===== src/inc/period_timer_pkg.sv =====
// Operation
// - count advances by one from zero on each prescaled instruction-clock tick
// - count compared with period on each prescaled tick; equality there gives match pulse
// - after match count reloads zero next cycle and postscaler advances
// - postscale select code n gives ratio 1:(n+1), 1:1 to 1:16
// - interrupt flag is raised by the postscaled match event
// - timer runs while timer_on is 1, stops while 0
// - software reads and writes count and period registers at any time
// - reset clears count and sets period to all ones
// - count write, control write and reset clear prescaler and postscaler
// - control write leaves the count value unchanged
// - control bit 7 ignores writes and reads zero
// - match pulse offered to the sync serial port as shift clock
package period_timer_pkg;

	// ------------------------------------------------------------
	// register map
	// ------------------------------------------------------------
	localparam logic [7:0] addr_count = 8'h00;
	localparam logic [7:0] addr_period = 8'h04;
	localparam logic [7:0] addr_control = 8'h08;
	localparam logic [7:0] addr_status = 8'h0c;

	// ------------------------------------------------------------
	// fields and reset values
	// ------------------------------------------------------------
	localparam int ctl_on_bit = 2;
	localparam int ctl_post_lsb = 3;
	localparam logic [7:0] count_reset = 8'h00;
	localparam logic [7:0] period_reset = 8'hff;
	localparam logic [6:0] control_reset = 7'h00;
	localparam logic [1:0] instr_div_last = 2'h3;
	localparam logic [3:0] pre_last_div4 = 4'h3;
	localparam logic [3:0] pre_last_div16 = 4'hf;
	localparam logic [1:0] resp_okay = 2'h0;
	localparam logic [1:0] resp_slverr = 2'h2;

	typedef struct packed {
		logic [3:0] post_sel;
		logic timer_on;
		logic [1:0] pre_sel;
	} control_t;

	typedef struct packed {
		logic [7:0] count;
		logic [7:0] period;
		logic [3:0] pre_cnt;
		logic [3:0] post_cnt;
		logic [1:0] instr_div;
		logic flag;
	} timer_state_t;

endpackage


===== src/hdl/period_match_timer.sv =====
// Local design decisions: the placing of the registers and the AXI4-Lite slave port.
`timescale 1ns/1ps
module period_match_timer
	import period_timer_pkg::*;
(
	input wire logic aclk,
	input wire logic aresetn,
	input wire logic [7:0] s_axi_awaddr,
	input wire logic [2:0] s_axi_awprot,
	input wire logic s_axi_awvalid,
	output logic s_axi_awready,
	input wire logic [31:0] s_axi_wdata,
	input wire logic [3:0] s_axi_wstrb,
	input wire logic s_axi_wvalid,
	output logic s_axi_wready,
	output logic [1:0] s_axi_bresp,
	output logic s_axi_bvalid,
	input wire logic s_axi_bready,
	input wire logic [7:0] s_axi_araddr,
	input wire logic [2:0] s_axi_arprot,
	input wire logic s_axi_arvalid,
	output logic s_axi_arready,
	output logic [31:0] s_axi_rdata,
	output logic [1:0] s_axi_rresp,
	output logic s_axi_rvalid,
	input wire logic s_axi_rready,
	output logic match_pulse,
	output logic serial_shift_clk,
	output logic timer_flag
);

	// ------------------------------------------------------------
	// write channel: address and data latched in either order
	// ------------------------------------------------------------
	logic aw_held_r, aw_held_nxt;
	logic w_held_r, w_held_nxt;
	logic [7:0] aw_addr_r, aw_addr_nxt;
	logic [31:0] w_data_r, w_data_nxt;
	logic [3:0] w_strb_r, w_strb_nxt;
	logic bvalid_r, bvalid_nxt;
	logic [1:0] bresp_r, bresp_nxt;
	logic wr_fire;
	logic wr_lane0;
	logic wr_count, wr_period, wr_control, wr_status, wr_known;

	assign s_axi_awready = !aw_held_r && !bvalid_r;
	assign s_axi_wready = !w_held_r && !bvalid_r;
	assign s_axi_bvalid = bvalid_r;
	assign s_axi_bresp = bresp_r;

	always_comb begin
		aw_held_nxt = aw_held_r;
		w_held_nxt = w_held_r;
		aw_addr_nxt = aw_addr_r;
		w_data_nxt = w_data_r;
		w_strb_nxt = w_strb_r;
		bvalid_nxt = bvalid_r;
		bresp_nxt = bresp_r;
		if (s_axi_awvalid && s_axi_awready) begin
			aw_held_nxt = 1'b1;
			aw_addr_nxt = s_axi_awaddr;
		end
		if (s_axi_wvalid && s_axi_wready) begin
			w_held_nxt = 1'b1;
			w_data_nxt = s_axi_wdata;
			w_strb_nxt = s_axi_wstrb;
		end
		if (wr_fire) begin
			aw_held_nxt = 1'b0;
			w_held_nxt = 1'b0;
			bvalid_nxt = 1'b1;
			bresp_nxt = wr_known ? resp_okay : resp_slverr;
		end else if (bvalid_r && s_axi_bready) begin
			bvalid_nxt = 1'b0;
		end
	end

	// a write takes effect one cycle after both halves are held
	assign wr_fire = aw_held_r && w_held_r && !bvalid_r;
	assign wr_lane0 = wr_fire && w_strb_r[0];

	always_comb begin
		wr_count = 1'b0;
		wr_period = 1'b0;
		wr_control = 1'b0;
		wr_status = 1'b0;
		if (aw_addr_r == addr_count) begin
			wr_count = 1'b1;
		end else if (aw_addr_r == addr_period) begin
			wr_period = 1'b1;
		end else if (aw_addr_r == addr_control) begin
			wr_control = 1'b1;
		end else if (aw_addr_r == addr_status) begin
			wr_status = 1'b1;
		end
	end
	assign wr_known = wr_count || wr_period || wr_control || wr_status;

	// ------------------------------------------------------------
	// control register
	// ------------------------------------------------------------
	control_t ctl_r, ctl_nxt;

	always_comb begin
		ctl_nxt = ctl_r;
		if (wr_lane0 && wr_control) begin
			ctl_nxt = control_t'(w_data_r[6:0]);
		end
	end

	// ------------------------------------------------------------
	// timer core
	// ------------------------------------------------------------
	timer_state_t st_r, st_nxt;
	logic instr_tick;
	logic pre_tick;
	logic [3:0] pre_last;
	logic is_match;
	logic match_r, match_nxt;
	logic clear_scalers;

	// instruction clock is aclk divided by four
	assign instr_tick = (st_r.instr_div == instr_div_last);

	always_comb begin
		if (ctl_r.pre_sel[1]) begin
			pre_last = pre_last_div16;
		end else if (ctl_r.pre_sel[0]) begin
			pre_last = pre_last_div4;
		end else begin
			pre_last = 4'h0;
		end
	end

	assign pre_tick = instr_tick && ctl_r.timer_on && (st_r.pre_cnt == pre_last);
	assign is_match = (st_r.count == st_r.period);
	assign clear_scalers = wr_lane0 && (wr_count || wr_control);

	always_comb begin
		st_nxt = st_r;
		match_nxt = 1'b0;
		st_nxt.instr_div = st_r.instr_div + 2'h1;
		if (instr_tick && ctl_r.timer_on) begin
			st_nxt.pre_cnt = (st_r.pre_cnt == pre_last) ? 4'h0 : st_r.pre_cnt + 4'h1;
		end
		if (pre_tick) begin
			if (is_match) begin
				// one match per tick, so the pulse stays one cycle wide
				match_nxt = 1'b1;
				st_nxt.count = count_reset;
				if (st_r.post_cnt == ctl_r.post_sel) begin
					st_nxt.post_cnt = 4'h0;
					st_nxt.flag = 1'b1;
				end else begin
					st_nxt.post_cnt = st_r.post_cnt + 4'h1;
				end
			end else begin
				st_nxt.count = st_r.count + 8'h01;
			end
		end
		// software clear of the flag loses to a same-cycle set
		if (wr_lane0 && wr_status && w_data_r[0] && !st_nxt.flag) begin
			st_nxt.flag = 1'b0;
		end else if (wr_lane0 && wr_status && w_data_r[0] && st_r.flag
			&& !(pre_tick && is_match && st_r.post_cnt == ctl_r.post_sel)) begin
			st_nxt.flag = 1'b0;
		end
		if (clear_scalers) begin
			st_nxt.pre_cnt = 4'h0;
			st_nxt.post_cnt = 4'h0;
		end
		if (wr_lane0 && wr_count) begin
			st_nxt.count = w_data_r[7:0];
		end
		if (wr_lane0 && wr_period) begin
			st_nxt.period = w_data_r[7:0];
		end
		// control write keeps count as is
		if (wr_lane0 && wr_control) begin
			st_nxt.count = st_nxt.count;
		end
	end

	assign match_pulse = match_r;
	assign serial_shift_clk = match_r;
	assign timer_flag = st_r.flag;

	// ------------------------------------------------------------
	// read channel
	// ------------------------------------------------------------
	logic rvalid_r, rvalid_nxt;
	logic [31:0] rdata_r, rdata_nxt;
	logic [1:0] rresp_r, rresp_nxt;

	assign s_axi_arready = !rvalid_r;
	assign s_axi_rvalid = rvalid_r;
	assign s_axi_rdata = rdata_r;
	assign s_axi_rresp = rresp_r;

	always_comb begin
		rvalid_nxt = rvalid_r;
		rdata_nxt = rdata_r;
		rresp_nxt = rresp_r;
		if (s_axi_arvalid && s_axi_arready) begin
			rvalid_nxt = 1'b1;
			rresp_nxt = resp_okay;
			if (s_axi_araddr == addr_count) begin
				rdata_nxt = {24'h000000, st_r.count};
			end else if (s_axi_araddr == addr_period) begin
				rdata_nxt = {24'h000000, st_r.period};
			end else if (s_axi_araddr == addr_control) begin
				rdata_nxt = {24'h000000, 1'b0, ctl_r};
			end else if (s_axi_araddr == addr_status) begin
				rdata_nxt = {16'h0000, st_r.post_cnt, st_r.pre_cnt, 7'h00, st_r.flag};
			end else begin
				rdata_nxt = 32'h00000000;
				rresp_nxt = resp_slverr;
			end
		end else if (rvalid_r && s_axi_rready) begin
			rvalid_nxt = 1'b0;
		end
	end

	// ------------------------------------------------------------
	// registers
	// ------------------------------------------------------------
	always_ff @(posedge aclk) begin
		if (!aresetn) begin
			aw_held_r <= 1'b0;
			w_held_r <= 1'b0;
			aw_addr_r <= 8'h00;
			w_data_r <= 32'h00000000;
			w_strb_r <= 4'h0;
			bvalid_r <= 1'b0;
			bresp_r <= resp_okay;
			rvalid_r <= 1'b0;
			rdata_r <= 32'h00000000;
			rresp_r <= resp_okay;
			ctl_r <= control_t'(control_reset);
			st_r.count <= count_reset;
			st_r.period <= period_reset;
			st_r.pre_cnt <= 4'h0;
			st_r.post_cnt <= 4'h0;
			st_r.instr_div <= 2'h0;
			st_r.flag <= 1'b0;
			match_r <= 1'b0;
		end else begin
			aw_held_r <= aw_held_nxt;
			w_held_r <= w_held_nxt;
			aw_addr_r <= aw_addr_nxt;
			w_data_r <= w_data_nxt;
			w_strb_r <= w_strb_nxt;
			bvalid_r <= bvalid_nxt;
			bresp_r <= bresp_nxt;
			rvalid_r <= rvalid_nxt;
			rdata_r <= rdata_nxt;
			rresp_r <= rresp_nxt;
			ctl_r <= ctl_nxt;
			st_r <= st_nxt;
			match_r <= match_nxt;
		end
	end

endmodule


===== config.mk =====
export PLATFORM = sky130hd
export DESIGN_NAME = period_match_timer
export DESIGN_NICKNAME = d
export VERILOG_FILES = /design/src/inc/period_timer_pkg.sv /design/src/hdl/period_match_timer.sv
export SDC_FILE = /design/constraint.sdc
export NUM_CORES = 1
export LEC_CHECK = 0
export BUFFER_PORTS_ARGS = -buffer_cell sky130_fd_sc_hd__buf_2
export CAP_MARGIN = 20
export CORE_UTILIZATION = 45
export CTS_CLUSTER_DIAMETER = 200
export DETAILED_ROUTE_END_ITERATION = 8
export PLACE_DENSITY = 0.83
export SLEW_MARGIN = 20
export SYNTH_ARGS = -nofsm -noshare
export SYNTH_HDL_FRONTEND = slang
export SYNTH_SLANG_ARGS = --single-unit
export TNS_END_PERCENT = 100

===== constraint.sdc =====
create_clock -name aclk -period 4.64 [get_ports aclk]
set_input_delay 0.464 -clock aclk [delete_from_list [all_inputs] [get_ports aclk]]
set_output_delay 0.464 -clock aclk [all_outputs]
set_load 0.005 [all_outputs]

# Word level (Yosys, flattened, before mapping)
# Cells that the tools add are included.
[op_classes] addsub=4 multipliers=0 div=0 magnitude_cmp=0 n_eq_ne=10 n_shift=0 muxes=34 bitwise_logic=1 n_reduce_logical=43
[op_table] operator="2-to-1 mux 16 bit" count=4
[op_table] operator="== test 8 x 4 -> 1 bit (second input constant)" count=4
[op_table] operator="2-to-1 mux 8 bit" count=3
[op_table] operator="logical AND 1 bit" count=23
[op_table] operator="2-to-1 mux 1 bit" count=18
[op_table] operator="== test 8 x 3 -> 1 bit (second input constant)" count=2
[op_table] operator="logical NOT 8 bit" count=2
[op_table] operator="2-to-1 mux 2 bit" count=6
[op_table] operator="2-to-1 mux 4 bit" count=3
[op_table] operator="adder 4 x 1 -> 4 bit (second input constant)" count=2
[op_table] operator="adder 8 x 1 -> 8 bit (second input constant)" count=1
[op_table] operator="== test 4 bit" count=2
[op_table] operator="== test 8 bit" count=1
[op_table] operator="logical NOT 1 bit" count=6
[op_table] operator="nonzero test 2 bit" count=3
[op_table] operator="logical OR 1 bit" count=4
[op_table] operator="AND reduction 2 bit" count=2
[op_table] operator="OR reduction 2 bit" count=2
[op_table] operator="OR reduction 3 bit" count=1
[op_table] operator="adder 2 x 1 -> 2 bit (second input constant)" count=1
[op_table] operator="== test 2 bit (second input constant)" count=1
[op_table] operator="NOT 1 bit" count=1
[word_totals] regBits=92 latch_bits=0 ramBits=0 romBits=0 in_bits=65 output_inout_bits=44 wordCells=112 mem_count=0

# Longest topological paths before layout
# Gate-level depths: netlist of run 1.
[logic_depth] word_depth=10 ltp_mapped=7 ltp_nobuf=6

# Worst setup path before layout of run 1
# Ideal clock, no wire load.
[synth_path] kind="input -> register" start="input port s_axi_araddr[1]" end="register rdata_r[10] (netlist: s_axi_rdata[10])" setup_time_ps=65 arrival_time_ps=1845 required_ps=4575 setup_slack_ps=2730 stages=6 path_buffers=1 path_cell_list="or4_1 > nor4_4 > and3_1 > buf_2 > a22oi_1 > nor2_1"
[synth_via] elab_chain_len=5
[synth_lines] item="from (decl)" line="period_match_timer.sv:19" source="input wire logic [7:0] s_axi_araddr,"
[synth_lines] item="== test 8 x 4 -> 1 bit" line="period_match_timer.sv:213" source="end else if (s_axi_araddr == addr_status) begin"
[synth_lines] item="2-to-1 mux 16 bit" line="period_match_timer.sv:213"
[synth_lines] item="2-to-1 mux 16 bit" line="period_match_timer.sv:211" source="end else if (s_axi_araddr == addr_control) begin"
[synth_lines] item="2-to-1 mux 16 bit" line="period_match_timer.sv:209" source="end else if (s_axi_araddr == addr_period) begin"
[synth_lines] item="2-to-1 mux 16 bit (*)" line="period_match_timer.sv:207" source="if (s_axi_araddr == addr_count) begin"
[synth_lines] item="to (signal assigned)" line="period_match_timer.sv:256" source="rdata_r <= rdata_nxt;"
[synth_lines] item="to (decl)" line="period_match_timer.sv:192" source="logic [31:0] rdata_r, rdata_nxt;"
# Every way passes the cells marked *; elsewhere a longest branch is shown, timed or not.
# A chain may end at the register's enable or synchronous reset.

# Worst setup path in the final report of run 1
[layout_path] start="register st_r[24] in the netlist's numbering" end="register st_r[5] in the netlist's numbering"
[layout_via] elab_chain_len=2
[layout_lines] item="from (decl)" line="period_match_timer.sv:114" source="timer_state_t st_r, st_nxt;"
[layout_lines] item="from (signal assigned)" line="period_match_timer.sv:259" source="st_r <= st_nxt;"
[layout_lines] item="== test 8 bit" line="period_match_timer.sv:136" source="assign is_match = (st_r.count == st_r.period);"
[layout_lines] item="AND reduction 2 bit (no line)"
# Every way passes these cells.

==> metrics.txt, run 1 <==
Bufs and invs on worst path=0; Initial Utilization=47.2%; final core occ=53.8%; layout cells sized above 1=17.7%; Slew Limit Fails=0; clk_lat worst skew=350 ps; worst slew pin tran=1070 ps; Startpoint Class=flop; Fmax=434 MHz; worst r2r src=st_r[24]$_SDFFE_PN0P_; routed vias=3033; Worst slew margin=28.3%; WHS=346 ps; diodes inserted=0; Pleak=1.66 nW; die area=8090 um^2; final hold vios=0; IO Count=109; DIE HEIGHT=89.9 um; # setup viols final=0; Cell Count, Final, Fillers Out=556; critical path endpoint=st_r[5]$_SDFFE_PP0N_; Required @ worst endpoint=4910 ps; first-pass GRT wire length=13200 um; internal reg-to-reg setup slack=2330 ps; Via density=5.46; Post-Syn Instances=403; Max FO, Critical Path=17; Place WS=2320 ps; kind of critical path=reg2reg; Primary FF master, synth=dfxtp_1; GPL Wtd Cong=0.933; maximum VDD drop=227 uV; largest net degree at the start of global routing=34; number of port buffers=57; crit-path max cell delay=580 ps; antenna violation net count after detailed routing=0; grt ovf=0; RSZ-0062 raised after global routing=no; Clock transition at path regs=90 ps; HPWL Detailed=5660 um; area grow syn2layout=14.0%; clk sink count=74; CP Data Arrival Time=2580 ps; slowest CP cell=or4_1; post-cts sizing count=0; vias in the first global route=2823; setup TNS=0 ps; Tot GR Track Use=20.3%; Cell Pwr Density=331 nW/um^2; distinct cell type count after synthesis=46; Async SR Flop Fraction=0%; DRT iter0 DRCs=186; total setup buffers inserted after CTS=0; # rows=31; H-Tree Depth=3; Max Cap Viol=0; Yosys warnings=0; Cells after DPL=540; status=completed; synthesized area=3480 um^2; worst setup margin=2330 ps; CTS buffer count=9; TritonCTS clock tree=built; sequential share of the synthesized area=42.6%; critical path endpoint category=flop; WL/cell=14.2 um; clk_skew=12.5 ps; number of synthesized register bits=74; critical path's top delay family=simple AND/OR/NAND/NOR gates; core region area=7370 um^2; EDFF count, synth=0; Fillers=697; Worst Reg-to-Reg Cells=5; Critical Path Start=st_r[24]$_SDFFE_PN0P_; hold_buf cts=0; Final period util=49.7%; crit-path cells=xor2_2 -> nor4_4 -> nand2_2 -> or4_1 -> a21oi_1; die width=89.9 um; reg-to-reg endpoint=st_r[5]$_SDFFE_PP0N_; routed wire length=7880 um; initial antenna violation count=0; Root Buffer=clkbuf_8; largest buffer count on any clock path=2; Avg Synthesized Cell Area=8.63 um^2; hold_sp=s_axi_wdata[7]; fin crit period=2310 ps; Final Net Count=521; worst hold path class=in2reg; First-pass DRT Iterations=4; CP Depth=5; DRC Markers=0
==> report_power, final <==
group	internal, mW	leakage [nW]	switching (mW)	total [mW]
Clock	0.307	0.106	0.251	0.558
Sequential	0.650	0.601	0.0148	0.665
Combinational	0.0328	0.952	0.0554	0.0882
==> worst min path at each step <==
stage | to | slack, ps | depth (start not counted)
after floorplan | st_r[1]$_SDFF_PN0_ | 400 | 1
final | w_data_r[7]$_SDFFE_PN0P_ | 350 | 3
after global routing | w_data_r[7]$_SDFFE_PN0P_ | 340 | 3
after global placement | st_r[1]$_SDFF_PN0_ | 410 | 1
after detailed placement | st_r[1]$_SDFF_PN0_ | 420 | 1
after CTS | w_data_r[7]$_SDFFE_PN0P_ | 330 | 3
==> cells in the final DEF (no fill, tap or decap), types with 2 or more instances in the layout <==
| master | instances |
|---|---|
| conb_1 | 18 |
| a21oi_1 | 32 |
| inv_1 | 6 |
| o31ai_1 | 3 |
| nor4_4 | 3 |
| nor2_1 | 34 |
| inv_6 | 2 |
| nand4b_1 | 5 |
| a22oi_1 | 15 |
| a31oi_1 | 10 |
| nand2_1 | 64 |
| and4b_1 | 2 |
| and3_1 | 4 |
| mux2i_1 | 23 |
| o22a_1 | 2 |
| and2_1 | 6 |
| buf_2 | 57 |
| clkbuf_8 | 9 |
| nor4_1 | 3 |
| or4_1 | 4 |
| bufinv_16 | 2 |
| o21ai_0 | 25 |
| xor2_1 | 12 |
| dfxtp_1 | 74 |
| clkinvlp_4 | 2 |
| nand3b_1 | 3 |
| nand3_1 | 5 |
| nand4_1 | 4 |
| nand2b_1 | 6 |
| ha_1 | 4 |
==> state kept, by name, summed over array words and instances, names as in the netlist <==
name	cells
aw_addr_r	8
aw_held_r	1
ctl_r	7
match_pulse	1
s_axi_bresp	1
s_axi_bvalid	1
s_axi_rdata	16
s_axi_rresp	1
s_axi_rvalid	1
st_r	26
timer_flag	1
w_data_r	8
w_held_r	1
w_strb_r	1
==> worst register-to-register path, stage by stage, from the launching register on <==
cell     delay, ps
dfxtp_1        540
xor2_2         140
nor4_4         510
nand2_2        310
or4_1          580
a21oi_1        150
==> routing by layer <==
metal	share of wire, %	global-route usage [%]
met5	0	0
met1	44	25.5
met2	47	33.1
met3	7.2	6.18
met4	1.7	6.85
==> cell families after synthesis <==
family	count (synthesis)	share of synthesized area, %
AO/OA/AOI/OAI	93	15.6
XOR/XNOR	13	3.49
adder cells (fa/ha/maj)	4	1.44
buffers and inverters	43	6.94
flip-flops	74	42.6
multiplexers	24	7.26
other	1	0.108
AND/OR/NAND/NOR	151	22.5
==> cells in the mapped netlist, types with 2 or more instances <==
cell type  number  area, um^2
o22a_1          2        17.5
nand2b_1        6        37.5
and3_1          4        25.0
buf_4          19         143
ha_1            4        50.1
nand3_1         5        25.0
a22oi_1        15         113
xor2_1         12         105
nor2_1         34         128
or4_1           4        30.0
a21oi_1        32         160
clkbuf_1       15        56.3
nand2_1        64         240
o21ai_0        25         125
nand4b_1        5        43.8
nand3b_1        3        22.5
and2_1          6        37.5
a31oi_1        10        62.6
nand4_1         4        25.0
dfxtp_1        74        1480
nor4_4          3        63.8
inv_1           6        22.5
mux2i_1        23         230
and4b_1         2        20.0
nor4_1          3        18.8
o31ai_1         3        22.5
==> stage by stage <==
stage / cell area, um^2 / power, mW
2_1_floorplan: 3540 / 0.744
3_3_place_gp: 3740 / 0.764
3_5_place_dp: 3740 / 0.768
4_1_cts: 3970 / 1.32
5_1_grt: 3970 / 1.37
6_report: 3970 / 1.31
==> cell type report <==
cell class                 instances  area (um^2)  share of cell area [%]
clock buffer                       9          124                    3.12
clock inverter                     7          101                    2.56
inverter                           6         22.5                   0.568
multi-input combinational        303         1820                    45.9
sequential                        74         1480                    37.4
tap                               99          124                    3.12
timing repair buffer              58          293                    7.38
(Power assumes the default switching activity.)
==> inputs of run 2 (changes only) <==
- clock period: 4.64 -> 2.2 ns (I/O delays scaled with it)
==> metrics.txt, run 2 (synthesis results as in run 1) <==
Pleak=1.73 nW; # setup viols final=0; IO Count=109; commonest non-fill, non-tap cell in the layout=dfxtp_1; slowest CP cell=or4_1; Cell Count, Final, Fillers Out=573; Initial Utilization=47.2%; Required @ worst endpoint=2490 ps; routed vias=3165; crit-path cells=ha_1 -> and2_1 -> nand3_1 -> o22a_1 -> or4_1 -> a21oi_1; Slew Limit Fails=0; RSZ-0062 raised after global routing=no; largest net degree at the start of global routing=31; crit-path max cell delay=570 ps; GPL Wtd Cong=0.939; diodes inserted=0; setup TNS=0 ps; critical path endpoint category=flop; WL/cell=14.6 um; First-pass DRT Iterations=5; Final Net Count=538; routed wire length=8380 um; largest buffer count on any clock path=2; initial antenna violation count=0; Bufs and invs on worst path=0; Tot GR Track Use=21.0%; Cells after DPL=556; grt ovf=0; max reg flops=26; CP Depth=6; Final period util=91.7%; clk_lat worst skew=350 ps; # rows=31; hold depth=3; H-Tree Depth=3; Max Cap Viol=0; Fmax=495 MHz; Most flops, register=st_r; DRT iter0 DRCs=229; die area=8090 um^2; Post-DP Area=3860 um^2; Final Cell Area=4090 um^2; Cell Pwr Density=653 nW/um^2; Via density=5.52; antenna violation net count after detailed routing=0; Fillers=676; area grow syn2layout=17.4%; layout cells sized above 1=20.7%; clk sink count=74; DRC Markers=0; Root Buffer=clkbuf_8; CP Data Arrival Time=2310 ps; Startpoint Class=flop; first-pass GRT wire length=13500 um; post-cts sizing count=0; critical path's top delay family=simple AND/OR/NAND/NOR gates; Clock transition at path regs=80 ps; CTS buffer count=9; fin crit period=2020 ps; TritonCTS clock tree=built; maximum VDD drop=517 uV; core region area=7370 um^2; status=completed; kind of critical path=reg2reg; vias in the first global route=2856; final hold vios=0; die width=89.9 um; number of port buffers=57; Max FO, Critical Path=10; worst hold path class=in2reg; HPWL Detailed=6150 um; DIE HEIGHT=89.9 um; clk_skew=6.73 ps; Worst Reg-to-Reg Cells=6; most frequent cells in the layout=74 x dfxtp_1, 64 x nand2_1, 57 x buf_2, 34 x nor2_1, 32 x a21oi_1
run 2: changes by cell type in the layout (fill, tap and decap cells not counted):
cell	before	now
buf_4	1	17
clkbuf_8	9	10
clkinv_2	0	1
buf_12	0	1
bufinv_16	2	1
inv_6	2	0
clkinvlp_4	2	3
run 2: path summary, 6_finish.rpt:
kind | end | slack (ps) | start
worst max-delay path | st_r[5]$_SDFFE_PP0N_ | 180 | st_r[1]$_SDFF_PN0_
worst min-delay path | w_data_r[2]$_SDFFE_PN0P_ | 100 | s_axi_wdata[2]
worst max register to register | st_r[5]$_SDFFE_PP0N_ | 180 | st_r[1]$_SDFF_PN0_
worst min register to register | st_r[1]$_SDFF_PN0_ | 430 | st_r[1]$_SDFF_PN0_
run 2: metal layers:
| layer | GRT usage [%] | vias up | share of wire, % |
|---|---|---|---|
| met1 | 25.9 | 1507 | 42 |
| met2 | 34.9 | 120 | 49 |
| met4 | 7.12 | 0 | 1.8 |
| met3 | 6.35 | 16 | 6.9 |
| met5 | 0 | - | 0 |
| li1 | - | 1522 | - |
run 2: final cells by class:
type,instances,area (um^2),share of cell area [%]
inverters,6,22.5,0.551
well taps,99,124,3.03
repair buffers,75,433,10.6
multi-input cells,303,1820,44.6
clock buffers,10,138,3.37
clock inverters,6,66.3,1.62
flip-flops and latches,74,1480,36.3
run 2: tightest hold or removal path: cells and delay by family:
| kind | cells | cell delay (ps) |
|---|---|---|
| buffers and inverters | 1 | 90 |
| AOI/OAI and AO/OA | 1 | 50 |
| and+or+nand+nor | 1 | 50 |
run 2: per-stage QoR:
stage	setup WS [ps]	hold slack (ps)	util, %	power (mW)
finish	182	97.4	55.4	2.67
global route	62.3	79.1	55.4	2.77
CTS	201	86.7	55.2	2.68
detailed placement	228	422	52.4	1.63
global placement	319	412	52.4	1.62
floorplan	394	356	-	1.57
run 2: power breakdown:
part	switching, mW	internal (mW)	total [mW]
clock	0.516	0.554	1.07
sequential	0.0317	1.37	1.40
combinational	0.119	0.0747	0.194
run 2: what timing repair did:
item                       in CTS  in global routing
setup buffers                   0                  1
setup endpoints to repair       0                  8
hold buffers                    0                  0
==> inputs of run 3 (changes only) <==
- CELL_PAD_IN_SITES_DETAIL_PLACEMENT: not set -> 0
- CELL_PAD_IN_SITES_GLOBAL_PLACEMENT: not set -> 1
- CORE_UTILIZATION: 45 -> 37
- CTS_CLUSTER_DIAMETER: 200 -> 120
- PLACE_DENSITY: 0.83 -> 0.9
==> metrics.txt, run 3 (synthesis results as in run 1) <==
clk sink count=74; area grow syn2layout=16.1%; Cells after DPL=563; critical path's top delay family=simple AND/OR/NAND/NOR gates; commonest non-fill, non-tap cell in the layout=dfxtp_1; slowest CP cell=or4_1; Critical Path Start=st_r[1]$_SDFF_PN0_; Final Net Count=533; Pleak=1.71 nW; IO Count=109; worst r2r src=st_r[1]$_SDFF_PN0_; clk_lat worst skew=350 ps; clk_skew=7.62 ps; # setup viols final=0; First-pass DRT Iterations=4; DRC Markers=0; Most flops, register=st_r; CTS buffer count=9; first-pass GRT wire length=13100 um; most frequent cells in the layout=74 x dfxtp_1, 64 x nand2_1, 57 x buf_2, 34 x nor2_1, 32 x a21oi_1; maximum VDD drop=246 uV; crit-path cells=ha_1 -> and2_1 -> nand3_1 -> o22a_1 -> or4_1 -> a21oi_1; worst hold path class=in2reg; fin crit period=1940 ps; DRT iter0 DRCs=124; critical path endpoint category=flop; die area=9800 um^2; final hold vios=0; Fillers=914; RSZ-0062 raised after global routing=no; Max Cap Viol=0; diodes inserted=0; number of port buffers=57; antenna violation net count after detailed routing=0; # rows=35; H-Tree Depth=3; Root Buffer=clkbuf_8; Tot GR Track Use=17.0%; die width=99.0 um; Clock transition at path regs=80 ps; Max FO, Critical Path=8; Fmax=514 MHz; core region area=9150 um^2; worst setup margin=256 ps; max reg flops=26; CP Data Arrival Time=2230 ps; Slew Limit Fails=0; WL/cell=13.8 um; Final period util=88.4%; grt ovf=0; GPL Wtd Cong=0.856; TritonCTS clock tree=built; status=completed; Place WS=264 ps; hold_sp=s_axi_awaddr[7]; routed wire length=7990 um; largest net degree at the start of global routing=41; Initial Utilization=38.0%; routed vias=3014; Bufs and invs on worst path=0; Required @ worst endpoint=2480 ps; HPWL Detailed=5790 um; Cell Pwr Density=623 nW/um^2; initial antenna violation count=0; crit-path max cell delay=560 ps; layout cells sized above 1=19.8%; vias in the first global route=2854; DIE HEIGHT=99.0 um; setup TNS=0 ps; Startpoint Class=flop; Cell Count, Final, Fillers Out=580; largest buffer count on any clock path=2; kind of critical path=reg2reg; Via density=5.20
run 3: cell types whose count changed in the layout (fill, tap and decap cells not counted):
| cell | previous run | this run |
|---|---|---|
| buf_4 | 17 | 11 |
| clkinv_2 | 1 | 5 |
| clkinvlp_4 | 3 | 1 |
| buf_12 | 1 | 2 |
| bufinv_16 | 1 | 0 |
| clkinv_4 | 1 | 0 |
run 3: final timing paths:
kind	cells past startpoint	slack, ps	end
max reg2reg	6	260	st_r[5]$_SDFFE_PP0N_
min reg2reg	1	430	st_r[1]$_SDFF_PN0_
min	3	100	aw_addr_r[7]$_SDFFE_PN0P_
max	6	260	st_r[5]$_SDFFE_PP0N_
run 3: metal layers:
layer / global-route usage, % / share of wire [%] / up-vias
li1: - / - / 1506
met1: 19.7 / 46 / 1426
met2: 29.4 / 47 / 68
met3: 3.62 / 4.1 / 14
met4: 9.30 / 2.6 / 0
met5: 0 / 0 / -
run 3: stage by stage:
| step | hold WS (ps) | power (mW) | area (um^2) | utilization, % |
|---|---|---|---|---|
| global route | 102 | 2.62 | 4040 | 44.2 |
| floorplan | 356 | 1.57 | 3540 | - |
| detailed placement | 420 | 1.63 | 3850 | 42.1 |
| CTS | 89.6 | 2.54 | 4020 | 43.9 |
| global placement | 407 | 1.62 | 3850 | 42.1 |
| finish | 101 | 2.52 | 4040 | 44.2 |
run 3: area by class of cell:
class | count | area [um^2] | area share, %
multi-input cells | 303 | 1820 | 45.0
inverters | 6 | 22.5 | 0.557
repair buffers | 70 | 408 | 10.1
clock inverters | 6 | 32.5 | 0.805
clock buffers | 10 | 138 | 3.41
flip-flops and latches | 74 | 1480 | 36.7
well taps | 111 | 139 | 3.44
run 3: worst min-delay path, delay by kind of cell:
| family | cells | cell delay [ps] |
|---|---|---|
| buffers and inverters | 1 | 90 |
| AO/OA/AOI/OAI | 1 | 50 |
| AND/OR/NAND/NOR | 1 | 50 |
run 3: power by group:
| group | total [mW] | switching [mW] | internal, mW |
|---|---|---|---|
| combinational | 0.194 | 0.119 | 0.0747 |
| sequential | 1.40 | 0.0287 | 1.37 |
| clock | 0.925 | 0.496 | 0.429 |
run 3: timing repair:
| action | in CTS | in global routing |
|---|---|---|
| endpoints found under the setup margin | 0 | 8 |
| hold buffers | 0 | 0 |
| resized for setup | 0 | 0 |
| buffers inserted | 0 | 1 |
